File: src/rtl/lpvc_pkg.sv
package lpvc_pkg;

  // ************************************************************
  // Timing
  // ************************************************************
  localparam real LPVC_CLK_PERIOD_NS   = 5.0;
  localparam real LPVC_MEAS_PERIOD_MS  = 12.5;
  localparam real LPVC_SETTLE_MAX_MS   = 45.0;
  localparam int  LPVC_MEAS_CYCLES     = int'($floor(LPVC_MEAS_PERIOD_MS * 1.0e6
                                                     / LPVC_CLK_PERIOD_NS));
  localparam int  LPVC_SETTLE_CYCLES   = int'($floor(LPVC_SETTLE_MAX_MS * 1.0e6
                                                     / LPVC_CLK_PERIOD_NS));

  // ************************************************************
  // Register map
  // ************************************************************
  localparam logic [7:0] LPVC_OFS_CTRL = 8'h00;
  localparam logic [7:0] LPVC_OFS_VOLT = 8'h04;
  localparam logic [7:0] LPVC_OFS_STAT = 8'h08;

  // Control register fields
  localparam int LPVC_CTRL_PUMP_POS  = 0;
  localparam int LPVC_CTRL_DISP_POS  = 1;
  localparam int LPVC_CTRL_ALLON_POS = 2;
  localparam int LPVC_CTRL_FLIP_POS  = 3;
  localparam int LPVC_CTRL_TC_POS    = 4;
  localparam int LPVC_CTRL_W         = 5;
  localparam logic [4:0] LPVC_CTRL_RST = 5'h00;

  // Voltage register fields
  localparam int LPVC_VOLT_CODE_POS = 0;
  localparam int LPVC_VOLT_BIAS_POS = 8;
  localparam logic [7:0] LPVC_VOLT_CODE_RST = 8'h00;
  localparam logic [2:0] LPVC_VOLT_BIAS_RST = 3'h0;

  // Status register fields
  localparam int LPVC_STAT_VALID_POS = 8;
  localparam logic [7:0] LPVC_FLAG_SET_BYTE = 8'hF0;
  localparam logic [7:0] LPVC_FLAG_CLR_BYTE = 8'h0F;

  // Pump supervision states
  typedef enum logic [2:0] {
    LPVC_PUMP_OFF    = 3'b001,
    LPVC_PUMP_SETTLE = 3'b010,
    LPVC_PUMP_RUN    = 3'b100
  } lpvc_pump_t;

endpackage

File: src/rtl/lpvc_tick_gen.sv
`timescale 1ns/1ps
module lpvc_tick_gen
  import lpvc_pkg::*;
#(
  parameter int PERIOD = LPVC_MEAS_CYCLES
) (
  input  wire logic clk_sys,
  input  wire logic rst_b,
  input  wire logic restart,
  output logic      tick
);

  logic [31:0] cnt_reg;
  logic [31:0] cnt_next;

  // ************************************************************
  // Divider next state
  // ************************************************************
  always_comb begin
    if (restart || cnt_reg == 32'(PERIOD - 1)) begin
      cnt_next = 32'h0000_0000;
    end else begin
      cnt_next = cnt_reg + 32'h0000_0001;
    end
  end

  // Counter register
  always_ff @(posedge clk_sys) begin
    if (!rst_b) begin
      cnt_reg <= 32'h0000_0000;
    end else begin
      cnt_reg <= cnt_next;
    end
  end

  // One-cycle pulse at the end of each period
  assign tick = !restart && (cnt_reg == 32'(PERIOD - 1));

endmodule // lpvc_tick_gen

File: src/rtl/lpvc_top.sv
// The Wishbone register port and the register offsets were chosen for this implementation.
`timescale 1ns/1ps
module lpvc_top
  import lpvc_pkg::*;
#(
  parameter int MEAS_CYCLES   = LPVC_MEAS_CYCLES,
  parameter int SETTLE_CYCLES = LPVC_SETTLE_CYCLES
) (
  input  wire logic        clk_sys,
  input  wire logic        rst_b,
  input  wire logic        wb_cyc_i,
  input  wire logic        wb_stb_i,
  input  wire logic        wb_we_i,
  input  wire logic [7:0]  wb_adr_i,
  input  wire logic [3:0]  wb_sel_i,
  input  wire logic [31:0] wb_dat_i,
  output logic      [31:0] wb_dat_o,
  output logic             wb_ack_o,
  input  wire logic        pump_level_ok,
  output logic             charge_pump_on,
  output logic             display_active,
  output logic             all_pixels_on,
  output logic             vertical_flip,
  output logic             temp_coefficient,
  output logic      [7:0]  operating_voltage_code,
  output logic      [2:0]  bias_ratio,
  output logic             pump_voltage_ok,
  output logic             flag_valid
);

  // ************************************************************
  // Declarations
  // ************************************************************
  logic [4:0]  ctrl_reg,  ctrl_next;
  logic [7:0]  code_reg,  code_next;
  logic [2:0]  bias_reg,  bias_next;
  logic        ack_reg,   ack_next;
  logic [31:0] dat_reg,   dat_next;
  logic        stat_rd_reg, stat_rd_next;
  lpvc_pump_t  state_reg, state_next;
  logic [31:0] settle_reg, settle_next;
  logic        flag_reg,  flag_next;
  logic        valid_reg, valid_next;
  logic        meas_tick;
  logic        settle_done;
  logic        wb_req;

  // Status byte for a given flag value
  function automatic logic [7:0] flag_byte(input logic flag);
    flag_byte = flag ? LPVC_FLAG_SET_BYTE : LPVC_FLAG_CLR_BYTE;
  endfunction

  // ************************************************************
  // Measurement timebase
  // ************************************************************
  lpvc_tick_gen #(
    .PERIOD (MEAS_CYCLES)
  ) u_lpvc_tick_gen (
    .clk_sys (clk_sys),
    .rst_b   (rst_b),
    .restart (state_reg == LPVC_PUMP_OFF),
    .tick    (meas_tick)
  );

  // ************************************************************
  // Wishbone slave
  // ************************************************************
  assign wb_req = wb_cyc_i && wb_stb_i && !ack_reg;

  // Register writes and read data capture
  always_comb begin
    ctrl_next    = ctrl_reg;
    code_next    = code_reg;
    bias_next    = bias_reg;
    ack_next     = wb_req;
    dat_next     = dat_reg;
    stat_rd_next = 1'b0;
    if (wb_req) begin
      if (wb_we_i) begin
        if (wb_adr_i == LPVC_OFS_CTRL && wb_sel_i[0]) begin
          ctrl_next = wb_dat_i[LPVC_CTRL_W-1:0];
        end
        if (wb_adr_i == LPVC_OFS_VOLT && wb_sel_i[0]) begin
          code_next = wb_dat_i[LPVC_VOLT_CODE_POS +: 8];
        end
        if (wb_adr_i == LPVC_OFS_VOLT && wb_sel_i[1]) begin
          bias_next = wb_dat_i[LPVC_VOLT_BIAS_POS +: 3];
        end
        dat_next = 32'h0000_0000;
      end else begin
        unique case (wb_adr_i)
          LPVC_OFS_CTRL: begin
            dat_next = {27'h0000000, ctrl_reg};
          end
          LPVC_OFS_VOLT: begin
            dat_next = {21'h000000, bias_reg, code_reg};
          end
          LPVC_OFS_STAT: begin
            // Whole byte taken from one flag sample
            dat_next     = {23'h000000, valid_reg, flag_byte(flag_reg)};
            stat_rd_next = 1'b1;
          end
          default: begin
            dat_next = 32'h0000_0000;
          end
        endcase
      end
    end
  end

  // Bus registers
  always_ff @(posedge clk_sys) begin
    if (!rst_b) begin
      ctrl_reg    <= LPVC_CTRL_RST;
      code_reg    <= LPVC_VOLT_CODE_RST;
      bias_reg    <= LPVC_VOLT_BIAS_RST;
      ack_reg     <= 1'b0;
      dat_reg     <= 32'h0000_0000;
      stat_rd_reg <= 1'b0;
    end else begin
      ctrl_reg    <= ctrl_next;
      code_reg    <= code_next;
      bias_reg    <= bias_next;
      ack_reg     <= ack_next;
      dat_reg     <= dat_next;
      stat_rd_reg <= stat_rd_next;
    end
  end

  // ************************************************************
  // Pump supervision and flag measurement
  // ************************************************************
  assign settle_done = (state_reg == LPVC_PUMP_SETTLE)
                    && (settle_reg == 32'(SETTLE_CYCLES - 1));

  // Next state, settle timer and flag
  always_comb begin
    state_next  = state_reg;
    settle_next = settle_reg;
    flag_next   = flag_reg;
    valid_next  = valid_reg;
    unique case (state_reg)
      LPVC_PUMP_OFF: begin
        settle_next = 32'h0000_0000;
        flag_next   = 1'b0;
        valid_next  = 1'b0;
        if (ctrl_reg[LPVC_CTRL_PUMP_POS]) begin
          state_next = LPVC_PUMP_SETTLE;
        end
      end
      LPVC_PUMP_SETTLE: begin
        settle_next = settle_reg + 32'h0000_0001;
        if (meas_tick || settle_done) begin
          flag_next = pump_level_ok;
        end
        if (settle_done) begin
          state_next = LPVC_PUMP_RUN;
          valid_next = 1'b1;
        end
      end
      LPVC_PUMP_RUN: begin
        if (meas_tick) begin
          flag_next = pump_level_ok;
        end
      end
      default: begin
        state_next = LPVC_PUMP_OFF;
      end
    endcase
    if (!ctrl_reg[LPVC_CTRL_PUMP_POS]) begin
      state_next = LPVC_PUMP_OFF;
    end
  end

  // Supervision registers
  always_ff @(posedge clk_sys) begin
    if (!rst_b) begin
      state_reg  <= LPVC_PUMP_OFF;
      settle_reg <= 32'h0000_0000;
      flag_reg   <= 1'b0;
      valid_reg  <= 1'b0;
    end else begin
      state_reg  <= state_next;
      settle_reg <= settle_next;
      flag_reg   <= flag_next;
      valid_reg  <= valid_next;
    end
  end

  // ************************************************************
  // Outputs
  // ************************************************************
  assign wb_ack_o               = ack_reg;
  assign wb_dat_o               = dat_reg;
  assign charge_pump_on         = ctrl_reg[LPVC_CTRL_PUMP_POS];
  assign display_active         = ctrl_reg[LPVC_CTRL_DISP_POS];
  assign all_pixels_on          = ctrl_reg[LPVC_CTRL_ALLON_POS];
  assign vertical_flip          = ctrl_reg[LPVC_CTRL_FLIP_POS];
  assign temp_coefficient       = ctrl_reg[LPVC_CTRL_TC_POS];
  assign operating_voltage_code = code_reg;
  assign bias_ratio             = bias_reg;
  assign pump_voltage_ok        = flag_reg;
  assign flag_valid             = valid_reg;

  // ************************************************************
  // Assertions
  // ************************************************************
  property p_stat_byte;
    @(posedge clk_sys) disable iff (!rst_b)
      (wb_ack_o && stat_rd_reg) |->
        (wb_dat_o[7:0] == ($past(flag_reg) ? 8'hF0 : 8'h0F));
  endproperty
  a_stat_byte: assert property (p_stat_byte) else $error("status byte malformed");

  property p_byte_whole;
    @(posedge clk_sys) disable iff (!rst_b)
      (wb_ack_o && stat_rd_reg) |->
        (wb_dat_o[7:4] == ~wb_dat_o[3:0]) && (wb_dat_o[7:4] == {4{wb_dat_o[7]}});
  endproperty
  a_byte_whole: assert property (p_byte_whole) else $error("status byte bits mixed");

  property p_flag_only_on_tick;
    @(posedge clk_sys) disable iff (!rst_b)
      ($past(state_reg) != LPVC_PUMP_OFF && $changed(flag_reg)
       && $past(ctrl_reg[LPVC_CTRL_PUMP_POS])) |->
        $past(meas_tick || settle_done);
  endproperty
  a_flag_only_on_tick: assert property (p_flag_only_on_tick)
    else $error("flag changed between measurements");

  property p_tick_samples;
    @(posedge clk_sys) disable iff (!rst_b)
      (meas_tick && state_reg == LPVC_PUMP_RUN && ctrl_reg[LPVC_CTRL_PUMP_POS]) |=>
        (flag_reg == $past(pump_level_ok));
  endproperty
  a_tick_samples: assert property (p_tick_samples)
    else $error("tick did not sample level");

  property p_valid_by_settle;
    @(posedge clk_sys) disable iff (!rst_b)
      (settle_done && ctrl_reg[LPVC_CTRL_PUMP_POS]) |=>
        (flag_valid && state_reg == LPVC_PUMP_RUN && flag_reg == $past(pump_level_ok));
  endproperty
  a_valid_by_settle: assert property (p_valid_by_settle)
    else $error("flag not valid at settle end");

  property p_ack_single;
    @(posedge clk_sys) disable iff (!rst_b)
      (wb_cyc_i && wb_stb_i && !wb_ack_o) |=> wb_ack_o ##1 !wb_ack_o;
  endproperty
  a_ack_single: assert property (p_ack_single) else $error("ack not one cycle");

endmodule // lpvc_top

File: config.mk
export PLATFORM = sky130hd
export DESIGN_NAME = lpvc_top
export DESIGN_NICKNAME = d
export VERILOG_FILES = /design/src/rtl/lpvc_pkg.sv /design/src/rtl/lpvc_tick_gen.sv /design/src/rtl/lpvc_top.sv
export SDC_FILE = /design/constraint.sdc
export NUM_CORES = 1
export LEC_CHECK = 0
export BUFFER_PORTS_ARGS = -buffer_cell sky130_fd_sc_hd__buf_4
export CORE_MARGIN = 2
export CORE_UTILIZATION = 59
export DETAILED_ROUTE_END_ITERATION = 8
export PLACE_DENSITY = 0.85
export SLEW_MARGIN = 40
export SYNTH_ARGS = -nofsm -noshare
export SYNTH_HDL_FRONTEND = slang
export SYNTH_SLANG_ARGS = --single-unit
File: constraint.sdc
create_clock -name clk_sys -period 3.3 [get_ports clk_sys]
set_input_delay 0.165 -clock clk_sys [delete_from_list [all_inputs] [get_ports clk_sys]]
set_output_delay 0.165 -clock clk_sys [all_outputs]
set_load 0.005 [all_outputs]
==> results of run 1 <==
metrics by stage:
stage | util [%] | std cells | hold slack [ps] | cell area (sq um)
final | 68.75 | 725 | 45.25 | 5368
after global routing | 68.75 | 725 | 49.83 | 5368
after CTS | 68.62 | 725 | 31.47 | 5358
after detailed placement | 66.33 | 709 | 422.5 | 5179
after global placement | 66.33 | 709 | 407.8 | 5179
after floorplan | - | 599 | 301.0 | 4887
routing by layer:
layer | GRT usage [%] | vias up
met3 | 3.692 | 11
met1 | 31.96 | 2061
met5 | 0 | -
li1 | - | 2116
met4 | 9.179 | 0
met2 | 40.48 | 187
worst register-to-register path, stage by stage (launching register included):
cell,delay [ps]
dfxtp_1,410
or3b_4,500
nor4_4,470
nand4_1,420
or3_1,440
a21oi_1,150
final cells by class:
cell class	count	area [sq um]	area share (%)
clock inverter	7	55.05	1.026
inverter	9	35.03	0.6527
sequential	97	1942	36.18
clock buffer	9	123.9	2.308
timing repair buffer	58	435.4	8.112
tap	102	127.6	2.378
multi-input combinational	443	2649	49.35
cell families (layout without fill, tap and decap cells):
family,count (synthesis),in the layout,share of synthesized area [%]
AND/OR/NAND/NOR,281,281,31.12
flip-flops,97,97,40.35
AO/OA/AOI/OAI,87,87,11.23
buffers and inverters,59,83,6.422
XOR/XNOR,29,29,5.278
multiplexers,23,23,4.992
adder cells (fa/ha/maj),2,2,0.5199
other,1,21,0.07793
how the worst min path moves through the flow:
| stage | start | end | slack, ps | cells after the start |
|---|---|---|---|---|
| 6_report | wb_dat_i[7] | operating_voltage_code[7] | 50 | 3 |
| 5_1_grt | wb_dat_i[5] | operating_voltage_code[5] | 50 | 3 |
| 3_3_place_gp | wb_dat_i[10] | bias_ratio[2] | 410 | 3 |
| 4_1_cts | wb_dat_i[8] | bias_ratio[0] | 30 | 3 |
| 3_5_place_dp | wb_dat_i[10] | bias_ratio[2] | 420 | 3 |
| 2_1_floorplan | wb_dat_i[8] | bias_ratio[0] | 300 | 2 |
cells in the final DEF (no fill, tap or decap), types with 15 or more instances in the layout:
cell	count
a21oi_1	38
buf_4	58
conb_1	21
dfxtp_1	97
mux2i_1	15
nand2_1	57
nand3_1	37
nand4_1	27
nor2_1	71
o21ai_0	16
xor2_1	16
power by group:
part | internal (uW) | leakage, uW | switching [uW] | total (uW)
clock | 282 | 0.0000915 | 423 | 705
sequential | 1170 | 0.000781 | 0.378 | 1170
combinational | 25.0 | 0.00103 | 38.7 | 63.7
==> flow_metrics.py, run 1 <==
metrics = {
    "global_route": {
        "grt_max_degree": 54,
        "overflow": 0,
        "first_global_vias": 3818,
        "antenna_found_initial": 0,
        "grt_pass1_wl_um": 17480,
        "grt_usage_pct": 24.31,
    },
    "power_and_ir_drop": {
        "power_density_nw_per_um2": 361.3,
        "finalPower_uw": 1939,
        "irDropWorstVdd_uv": 230.9,
        "p_leak_uw": 0.001899,
    },
    "floorplan": {
        "coreArea_sq_um": 7807,
        "dieArea_sq_um": 8894,
        "die_x_um": 94.31,
        "rows": 32,
        "die_h_um": 94.31,
        "io_pins": 101,
        "initial_core_util_pct": 61.63,
    },
    "clocking": {
        "cts_inserted_buffers": 9,
        "clk_latency_ps": 360,
        "postCtsHoldBufs": 0,
        "cts_tree": "yes",
        "postCtsResizedCells": 0,
        "htreeDepth": 3,
        "cts.sinks": 97,
        "clock_tree.root_cell": "clkbuf_8",
        "cts_setup_buffers": 0,
        "cts.reportedPaths.clkPinSlew_ps": 100,
        "clock_path_buffers": 2,
    },
    "placed_design": {
        "pre_cts_slack_ps": 898.5,
        "hpwl_um": 7552,
        "gp_congestion": 0.8588,
        "port_buffers": 56,
    },
    "synthesis": {
        "seq_area_frac_synth_pct": 40.35,
        "synth_top_area_share_pct": 40.35,
        "post_synth.cell_area_avg_sq_um": 8.311,
        "yosysWarningCount": 0,
        "synthArstFlopShare_pct": 0,
        "synth_top_flop_cell": "dfxtp_1",
        "syn_area_sq_um": 4812,
        "yosys-top-cells-count": "97 x dfxtp_1, 71 x nor2_1, 57 x nand2_1",
        "yosys.area.top_type": "dfxtp_1",
        "synth-seq-cells": 97,
        "synthTopCellsByArea": "dfxtp_1 40%, nor2_1 5.5%, nand2_1 4.4%",
        "synth_most_common_cell": "dfxtp_1",
        "ys_types": 59,
        "syn_inst": 579,
        "synth-edff-count": 0,
    },
    "critical_path": {
        "crit_slowest_cell": "or3b_4",
        "crit-reg2reg-launch": "state_reg[1]",
        "crit_path_end_kind": "register",
        "reg2reg_setup_slack_ps": 820,
        "cp_cell_sequence": "or3b_4 -> nor4_4 -> nand4_1 -> or3_1 -> a21oi_1",
        "r2r_cells": 5,
        "worstPathMaxFanout": 12,
        "cp.buffers_inverters": 0,
        "crit_start": "state_reg[1]",
        "timing.rr.end": "settle_reg[27]",
        "startpoint_type": "register",
        "cp_top_family": "simple AND/OR/NAND/NOR gates",
        "crit_type": "reg2reg",
        "crit_end": "settle_reg[27]",
        "slowest_delay_ps": 500,
        "crit_cells": 5,
        "worstPathRequired_ps": 3560,
        "cp.arrival_ps": 2740,
    },
    "timing": {
        "max_freq_ghz": 0.4026,
        "max_slew.worst_pin.slew_ps": 803.9,
        "rsz0062_at_grt": "false",
        "relSlewSlack_pct": 46.30,
        "finalSetupViolCount": 0,
        "layout_min_cycle_time_ps": 2484,
        "slew_violations": 0,
        "layout_setup_ws_ps": 815.9,
        "tns_ps": 0,
        "fin_crit_sh_pct": 75.28,
        "skew_ps": 11.46,
        "hold_viol_final": 0,
    },
    "layout": {
        "area_growth_pct": 11.54,
        "final_net_count": 670,
        "drive_gt1_share_pct": 15.73,
        "fillers": 621,
        "antenna_cells": 0,
    },
    "route": {
        "routed-via-count": 4375,
        "wirelength_um": 10830,
        "highest_layer": "met4",
        "wl_met1_um": 4833,
        "met3_length_um": 794,
        "drt-initial-drc-count": 238,
        "drc": 0,
        "route.met2.wl_um": 5084,
        "first_pass_iters": 5,
        "via_per_inst": 6.034,
        "ant_nets": 0,
        "wl_per_cell_um": 14.94,
    },
    "min_path": {
        "hp-class": "in2reg",
    },
    "run": {
        "drv_cap": 0,
    },
    "outcome": {
        "status": "complete, no violations",
    },
}
Note: power is estimated with default switching activity, not from simulation.
==> run 2, diff against run 1 <==
--- a/config.mk
+++ b/config.mk
@@ -7,9 +7,9 @@
 export LEC_CHECK = 0
 export BUFFER_PORTS_ARGS = -buffer_cell sky130_fd_sc_hd__buf_4
 export CORE_MARGIN = 2
-export CORE_UTILIZATION = 59
+export CORE_UTILIZATION = 55
 export DETAILED_ROUTE_END_ITERATION = 8
-export PLACE_DENSITY = 0.85
+export PLACE_DENSITY = 0.8
 export SLEW_MARGIN = 40
 export SYNTH_ARGS = -nofsm -noshare
 export SYNTH_HDL_FRONTEND = slang
==> constraint.sdc (replaced) <==
create_clock -name clk_sys -period 2.6 [get_ports clk_sys]
set_input_delay 0.13 -clock clk_sys [delete_from_list [all_inputs] [get_ports clk_sys]]
set_output_delay 0.13 -clock clk_sys [all_outputs]
set_load 0.005 [all_outputs]
==> flow_metrics.py, run 2 (synthesis results as in run 1) <==
metrics = {
    "timing": {
        "rsz0062_at_grt": "false",
        "slew_violations": 0,
        "finalSetupViolCount": 0,
        "hold_viol_final": 0,
        "max_slew.worst_pin.slew_ps": 772.1,
        "max_freq_ghz": 0.4343,
        "layout_min_cycle_time_ps": 2303,
        "skew_ps": 13.05,
        "relSlewSlack_pct": 48.43,
        "fin_crit_sh_pct": 88.56,
        "tns_ps": 0,
    },
    "clocking": {
        "clk_latency_ps": 360,
        "postCtsHoldBufs": 0,
        "postCtsResizedCells": 0,
        "cts_inserted_buffers": 9,
        "clock_path_buffers": 2,
        "cts.sinks": 97,
        "htreeDepth": 3,
        "cts_tree": "yes",
        "cts_setup_buffers": 0,
        "clock_tree.root_cell": "clkbuf_8",
        "cts.reportedPaths.clkPinSlew_ps": 90,
    },
    "power_and_ir_drop": {
        "p_leak_uw": 0.001926,
        "irDropWorstVdd_uv": 272.3,
        "finalPower_uw": 2481,
        "power_density_nw_per_um2": 458.4,
    },
    "critical_path": {
        "worstPathRequired_ps": 2890,
        "r2r_cells": 5,
        "crit_start": "state_reg[1]",
        "worstPathMaxFanout": 12,
        "crit-reg2reg-launch": "state_reg[1]",
        "startpoint_type": "register",
        "crit_path_end_kind": "register",
        "crit_type": "reg2reg",
        "cp.arrival_ps": 2590,
    },
    "route": {
        "first_pass_iters": 5,
        "wl_per_cell_um": 14.49,
        "ant_nets": 0,
        "drt-initial-drc-count": 189,
        "via_per_inst": 5.795,
        "routed-via-count": 4265,
        "wirelength_um": 10670,
        "drc": 0,
    },
    "min_path": {
        "min_path_cells": 3,
        "hp-class": "in2reg",
        "holdCritStartpoint": "wb_dat_i[10]",
    },
    "floorplan": {
        "initial_core_util_pct": 56.00,
        "die_h_um": 97.54,
        "io_pins": 101,
        "dieArea_sq_um": 9513,
        "coreArea_sq_um": 8593,
        "rows": 34,
        "die_x_um": 97.54,
    },
    "placed_design": {
        "port_buffers": 56,
        "gp_congestion": 0.8667,
        "hpwl_um": 7625,
    },
    "outcome": {
        "status": "complete, no violations",
    },
    "global_route": {
        "grt_pass1_wl_um": 17890,
        "antenna_found_initial": 0,
        "first_global_vias": 4003,
        "overflow": 0,
        "grt_usage_pct": 22.28,
        "grt_max_degree": 36,
    },
    "layout": {
        "drive_gt1_share_pct": 16.24,
        "final_net_count": 676,
        "antenna_cells": 0,
        "layout_common_cells": "97 x dfxtp_1, 71 x nor2_1, 64 x buf_4",
        "final_common_cell": "dfxtp_1",
        "area_growth_pct": 12.48,
    },
    "run": {
        "drv_cap": 0,
    },
}
-- run 2: cell types whose count changed in the layout (fill, tap and decap cells not counted), sizes merged --
cell	change
clkinv	-2
clkbuf	+3
clkinvlp	-1
buf	+6
inv	-1
-- run 2: worst max-delay path, cell delays in order, from the launching register on --
cell     delay, ps
dfxtp_1        410
or3b_4         490
nor4_4         320
nand4_1        410
or3_1          460
a21oi_1        140
-- run 2: metrics by stage --
step,util [%],instances,setup WS [ps],hold WS [ps],instance area [sq um]
floorplan,-,599,642.0,266.0,4887
detailed placement,60.88,721,331.1,381.2,5231
global placement,60.88,721,373.3,372.6,5231
CTS,62.99,736,303.3,6.258,5413
global route,62.99,736,136.3,8.862,5413
finish,62.99,736,297.5,7.384,5413
-- run 2: layout make-up --
cell class,instances,area [sq um]
Multi-Input combinational cell,443,2640
Timing Repair Buffer,64,480.5
Fill cell,744,3181
Clock inverter,3,26.28
Inverter,9,33.78
Sequential cell,97,1942
Clock buffer,12,155.1
Tap cell,108,135.1
-- run 2: path summary, 6_finish.rpt --
check	end	slack, ps
setup / recovery	settle_reg[29]	300
hold / removal	bias_ratio[2]	7
setup reg to reg	settle_reg[29]	300
hold reg to reg	wb_dat_o[2]	460
-- run 2: layer usage --
metal | share of wire (%) | wire (um) | vias to the layer above | GRT usage, %
met3 | 5.0 | 530 | 20 | 3.885
met5 | 0 | 0 | - | 0
met4 | 1.7 | 184 | 0 | 8.013
li1 | - | - | 2118 | -
met2 | 49 | 5246 | 117 | 39.42
met1 | 44 | 4706 | 2010 | 27.14
-- run 2: report_power, final --
part | switching [uW] | internal, uW
Clock | 513 | 401
Sequential | 0.420 | 1480
Combinational | 48.5 | 33.7
Total | 562 | 1920
==> run 3, diff against run 2 <==
--- a/config.mk
+++ b/config.mk
@@ -5,11 +5,12 @@
 export SDC_FILE = /design/constraint.sdc
 export NUM_CORES = 1
 export LEC_CHECK = 0
+export ABC_AREA = 1
 export BUFFER_PORTS_ARGS = -buffer_cell sky130_fd_sc_hd__buf_4
 export CORE_MARGIN = 2
-export CORE_UTILIZATION = 55
+export CORE_UTILIZATION = 56
 export DETAILED_ROUTE_END_ITERATION = 8
-export PLACE_DENSITY = 0.8
+export PLACE_DENSITY = 0.81
 export SLEW_MARGIN = 40
 export SYNTH_ARGS = -nofsm -noshare
 export SYNTH_HDL_FRONTEND = slang
==> flow_metrics.py, run 3 <==
metrics = {
    "power_and_ir_drop": {
        "power_density_nw_per_um2": 442.0,
        "p_leak_uw": 0.002190,
        "irDropWorstVdd_uv": 273.4,
    },
    "timing": {
        "rsz0062_at_grt": "false",
        "tns_ps": 0,
        "layout_min_cycle_time_ps": 2059,
        "max_slew.worst_pin.slew_ps": 613.3,
        "holdWs_ps": 16.63,
        "fin_crit_sh_pct": 79.20,
        "finalSetupViolCount": 0,
        "relSlewSlack_pct": 58.96,
        "max_freq_ghz": 0.4856,
        "layout_setup_ws_ps": 540.9,
        "slew_violations": 0,
        "skew_ps": 9.152,
        "hold_viol_final": 0,
    },
    "global_route": {
        "first_global_vias": 4840,
        "grt_max_degree": 33,
        "antenna_found_initial": 0,
        "overflow": 0,
        "grt_pass1_wl_um": 20900,
        "grt_usage_pct": 25.26,
    },
    "synthesis": {
        "ys_types": 44,
        "syn_area_sq_um": 5229,
        "post_synth.cell_area_avg_sq_um": 6.764,
        "synth_top_flop_cell": "dfxtp_1",
        "synthTopCellsByArea": "dfxtp_1 37%, nand2_1 13%, nor2_1 7.7%",
        "synth-edff-count": 0,
        "synthArstFlopShare_pct": 0,
        "yosysWarningCount": 0,
        "synth_top_area_share_pct": 37.14,
        "synth_most_common_cell": "nand2_1",
        "seq_area_frac_synth_pct": 37.14,
        "yosys-top-cells-count": "177 x nand2_1, 107 x nor2_1, 97 x dfxtp_1",
        "yosys.area.top_type": "dfxtp_1",
        "syn_inst": 773,
        "synth-seq-cells": 97,
    },
    "clocking": {
        "cts_inserted_buffers": 9,
        "clock_path_buffers": 2,
        "postCtsHoldBufs": 0,
        "cts.sinks": 97,
        "cts_setup_buffers": 0,
        "postCtsResizedCells": 0,
        "clock_tree.root_cell": "clkbuf_8",
        "htreeDepth": 3,
        "cts.reportedPaths.clkPinSlew_ps": 100,
        "cts_tree": "yes",
        "clk_latency_ps": 370,
    },
    "placed_design": {
        "placed_area_sq_um": 5668,
        "hpwl_um": 9414,
        "pre_cts_slack_ps": 631.0,
        "gp_congestion": 0.9947,
        "dp_cells": 928,
        "port_buffers": 56,
    },
    "critical_path": {
        "worstPathMaxFanout": 14,
        "crit_slowest_cell": "nor2_1",
        "worstPathRequired_ps": 2910,
        "cp_cell_sequence": "nand3b_1 -> nor2_1 -> inv_1 -> nor2_1 -> nand2_1 -> a21oi_1",
        "crit_type": "reg2reg",
        "path_common_cell": "nor2_1",
        "cp.arrival_ps": 2370,
        "r2r_cells": 6,
        "slowest_delay_ps": 500,
        "crit_path_end_kind": "register",
        "startpoint_type": "register",
    },
    "floorplan": {
        "io_pins": 101,
        "dieArea_sq_um": 10130,
        "die_x_um": 100.6,
        "coreArea_sq_um": 9153,
        "die_h_um": 100.6,
        "initial_core_util_pct": 57.13,
        "rows": 35,
    },
    "layout": {
        "layout_common_cells": "177 x nand2_1, 107 x nor2_1, 97 x dfxtp_1",
        "antenna_cells": 0,
        "final_net_count": 880,
        "final_common_cell": "nand2_1",
        "fillers": 832,
        "stdcell_count": 944,
        "final_cell_area_sq_um": 5872,
        "area_growth_pct": 12.30,
        "drive_gt1_share_pct": 14.41,
    },
    "route": {
        "wl_per_cell_um": 13.16,
        "first_pass_iters": 5,
        "drt-initial-drc-count": 219,
        "ant_nets": 0,
        "via_per_inst": 5.397,
        "routed-via-count": 5095,
        "drc": 0,
        "wirelength_um": 12420,
    },
    "min_path": {
        "hp-class": "in2reg",
        "min_path_cells": 3,
    },
    "outcome": {
        "status": "complete, no violations",
    },
    "run": {
        "drv_cap": 0,
    },
}
## run 3: per-stage QoR
step / util (%) / power, uW
final: 64.16 / 2596
after floorplan: - / 1584
after global placement: 61.93 / 1604
after detailed placement: 61.93 / 1606
after global routing: 64.16 / 2677
after CTS: 64.16 / 2615
## run 3: area by class of cell
| class | count | area, sq um | share of cell area, % |
|---|---|---|---|
| clock inverter | 5 | 62.56 | 1.065 |
| tap | 111 | 138.9 | 2.365 |
| sequential | 97 | 1942 | 33.07 |
| inverter | 87 | 326.6 | 5.561 |
| multi-input combinational | 572 | 2803 | 47.73 |
| clock buffer | 11 | 141.4 | 2.408 |
| timing repair buffer | 61 | 457.9 | 7.799 |
## run 3: path summary, 6_finish.rpt
path	slack, ps	endpoint	start
worst min-delay path	20	ctrl_reg[4]	wb_dat_i[4]
worst max register to register	540	wb_dat_o[2]	wb_ack_o
worst max-delay path	540	wb_dat_o[2]	wb_ack_o
worst min register to register	470	u_lpvc_tick_gen.cnt_reg[0]	u_lpvc_tick_gen.cnt_reg[0]
## run 3: per-layer routing
metal | up-vias | wire length (um) | global-route usage (%)
met1 | 2337 | 5530 | 30.45
met2 | 126 | 6092 | 44.46
met5 | - | 0 | 0
met3 | 30 | 475 | 3.121
met4 | 0 | 323 | 12.01
li1 | 2602 | - | -
## run 3: cells by family (layout without fill, tap and decap cells)
logic type | count (synthesis) | after routing | synth area share [%]
AOI/OAI and AO/OA | 101 | 101 | 10.89
xor gates and xnor gates | 7 | 7 | 1.173
adders and majority gates | 2 | 2 | 0.4785
buffers and inverters | 124 | 164 | 10.70
DFF | 97 | 97 | 37.14
other | 1 | 21 | 0.07172
and+or+nand+nor | 441 | 441 | 39.56
## run 3: critical path: cells and delay by family (launching register included)
kind	cells	cell delay, ps
buffers and inverters	1	100
AND/OR/NAND/NOR	4	1430
AO/OA/AOI/OAI	1	160
flip-flops	1	320
## run 3: power breakdown
group / internal [uW] / switching (uW) / leakage, uW
clock: 479 / 544 / 0.0000966
combinational: 34.6 / 53.0 / 0.00131
sequential: 1480 / 0.323 / 0.000781
total: 2000 / 597 / 0.00219
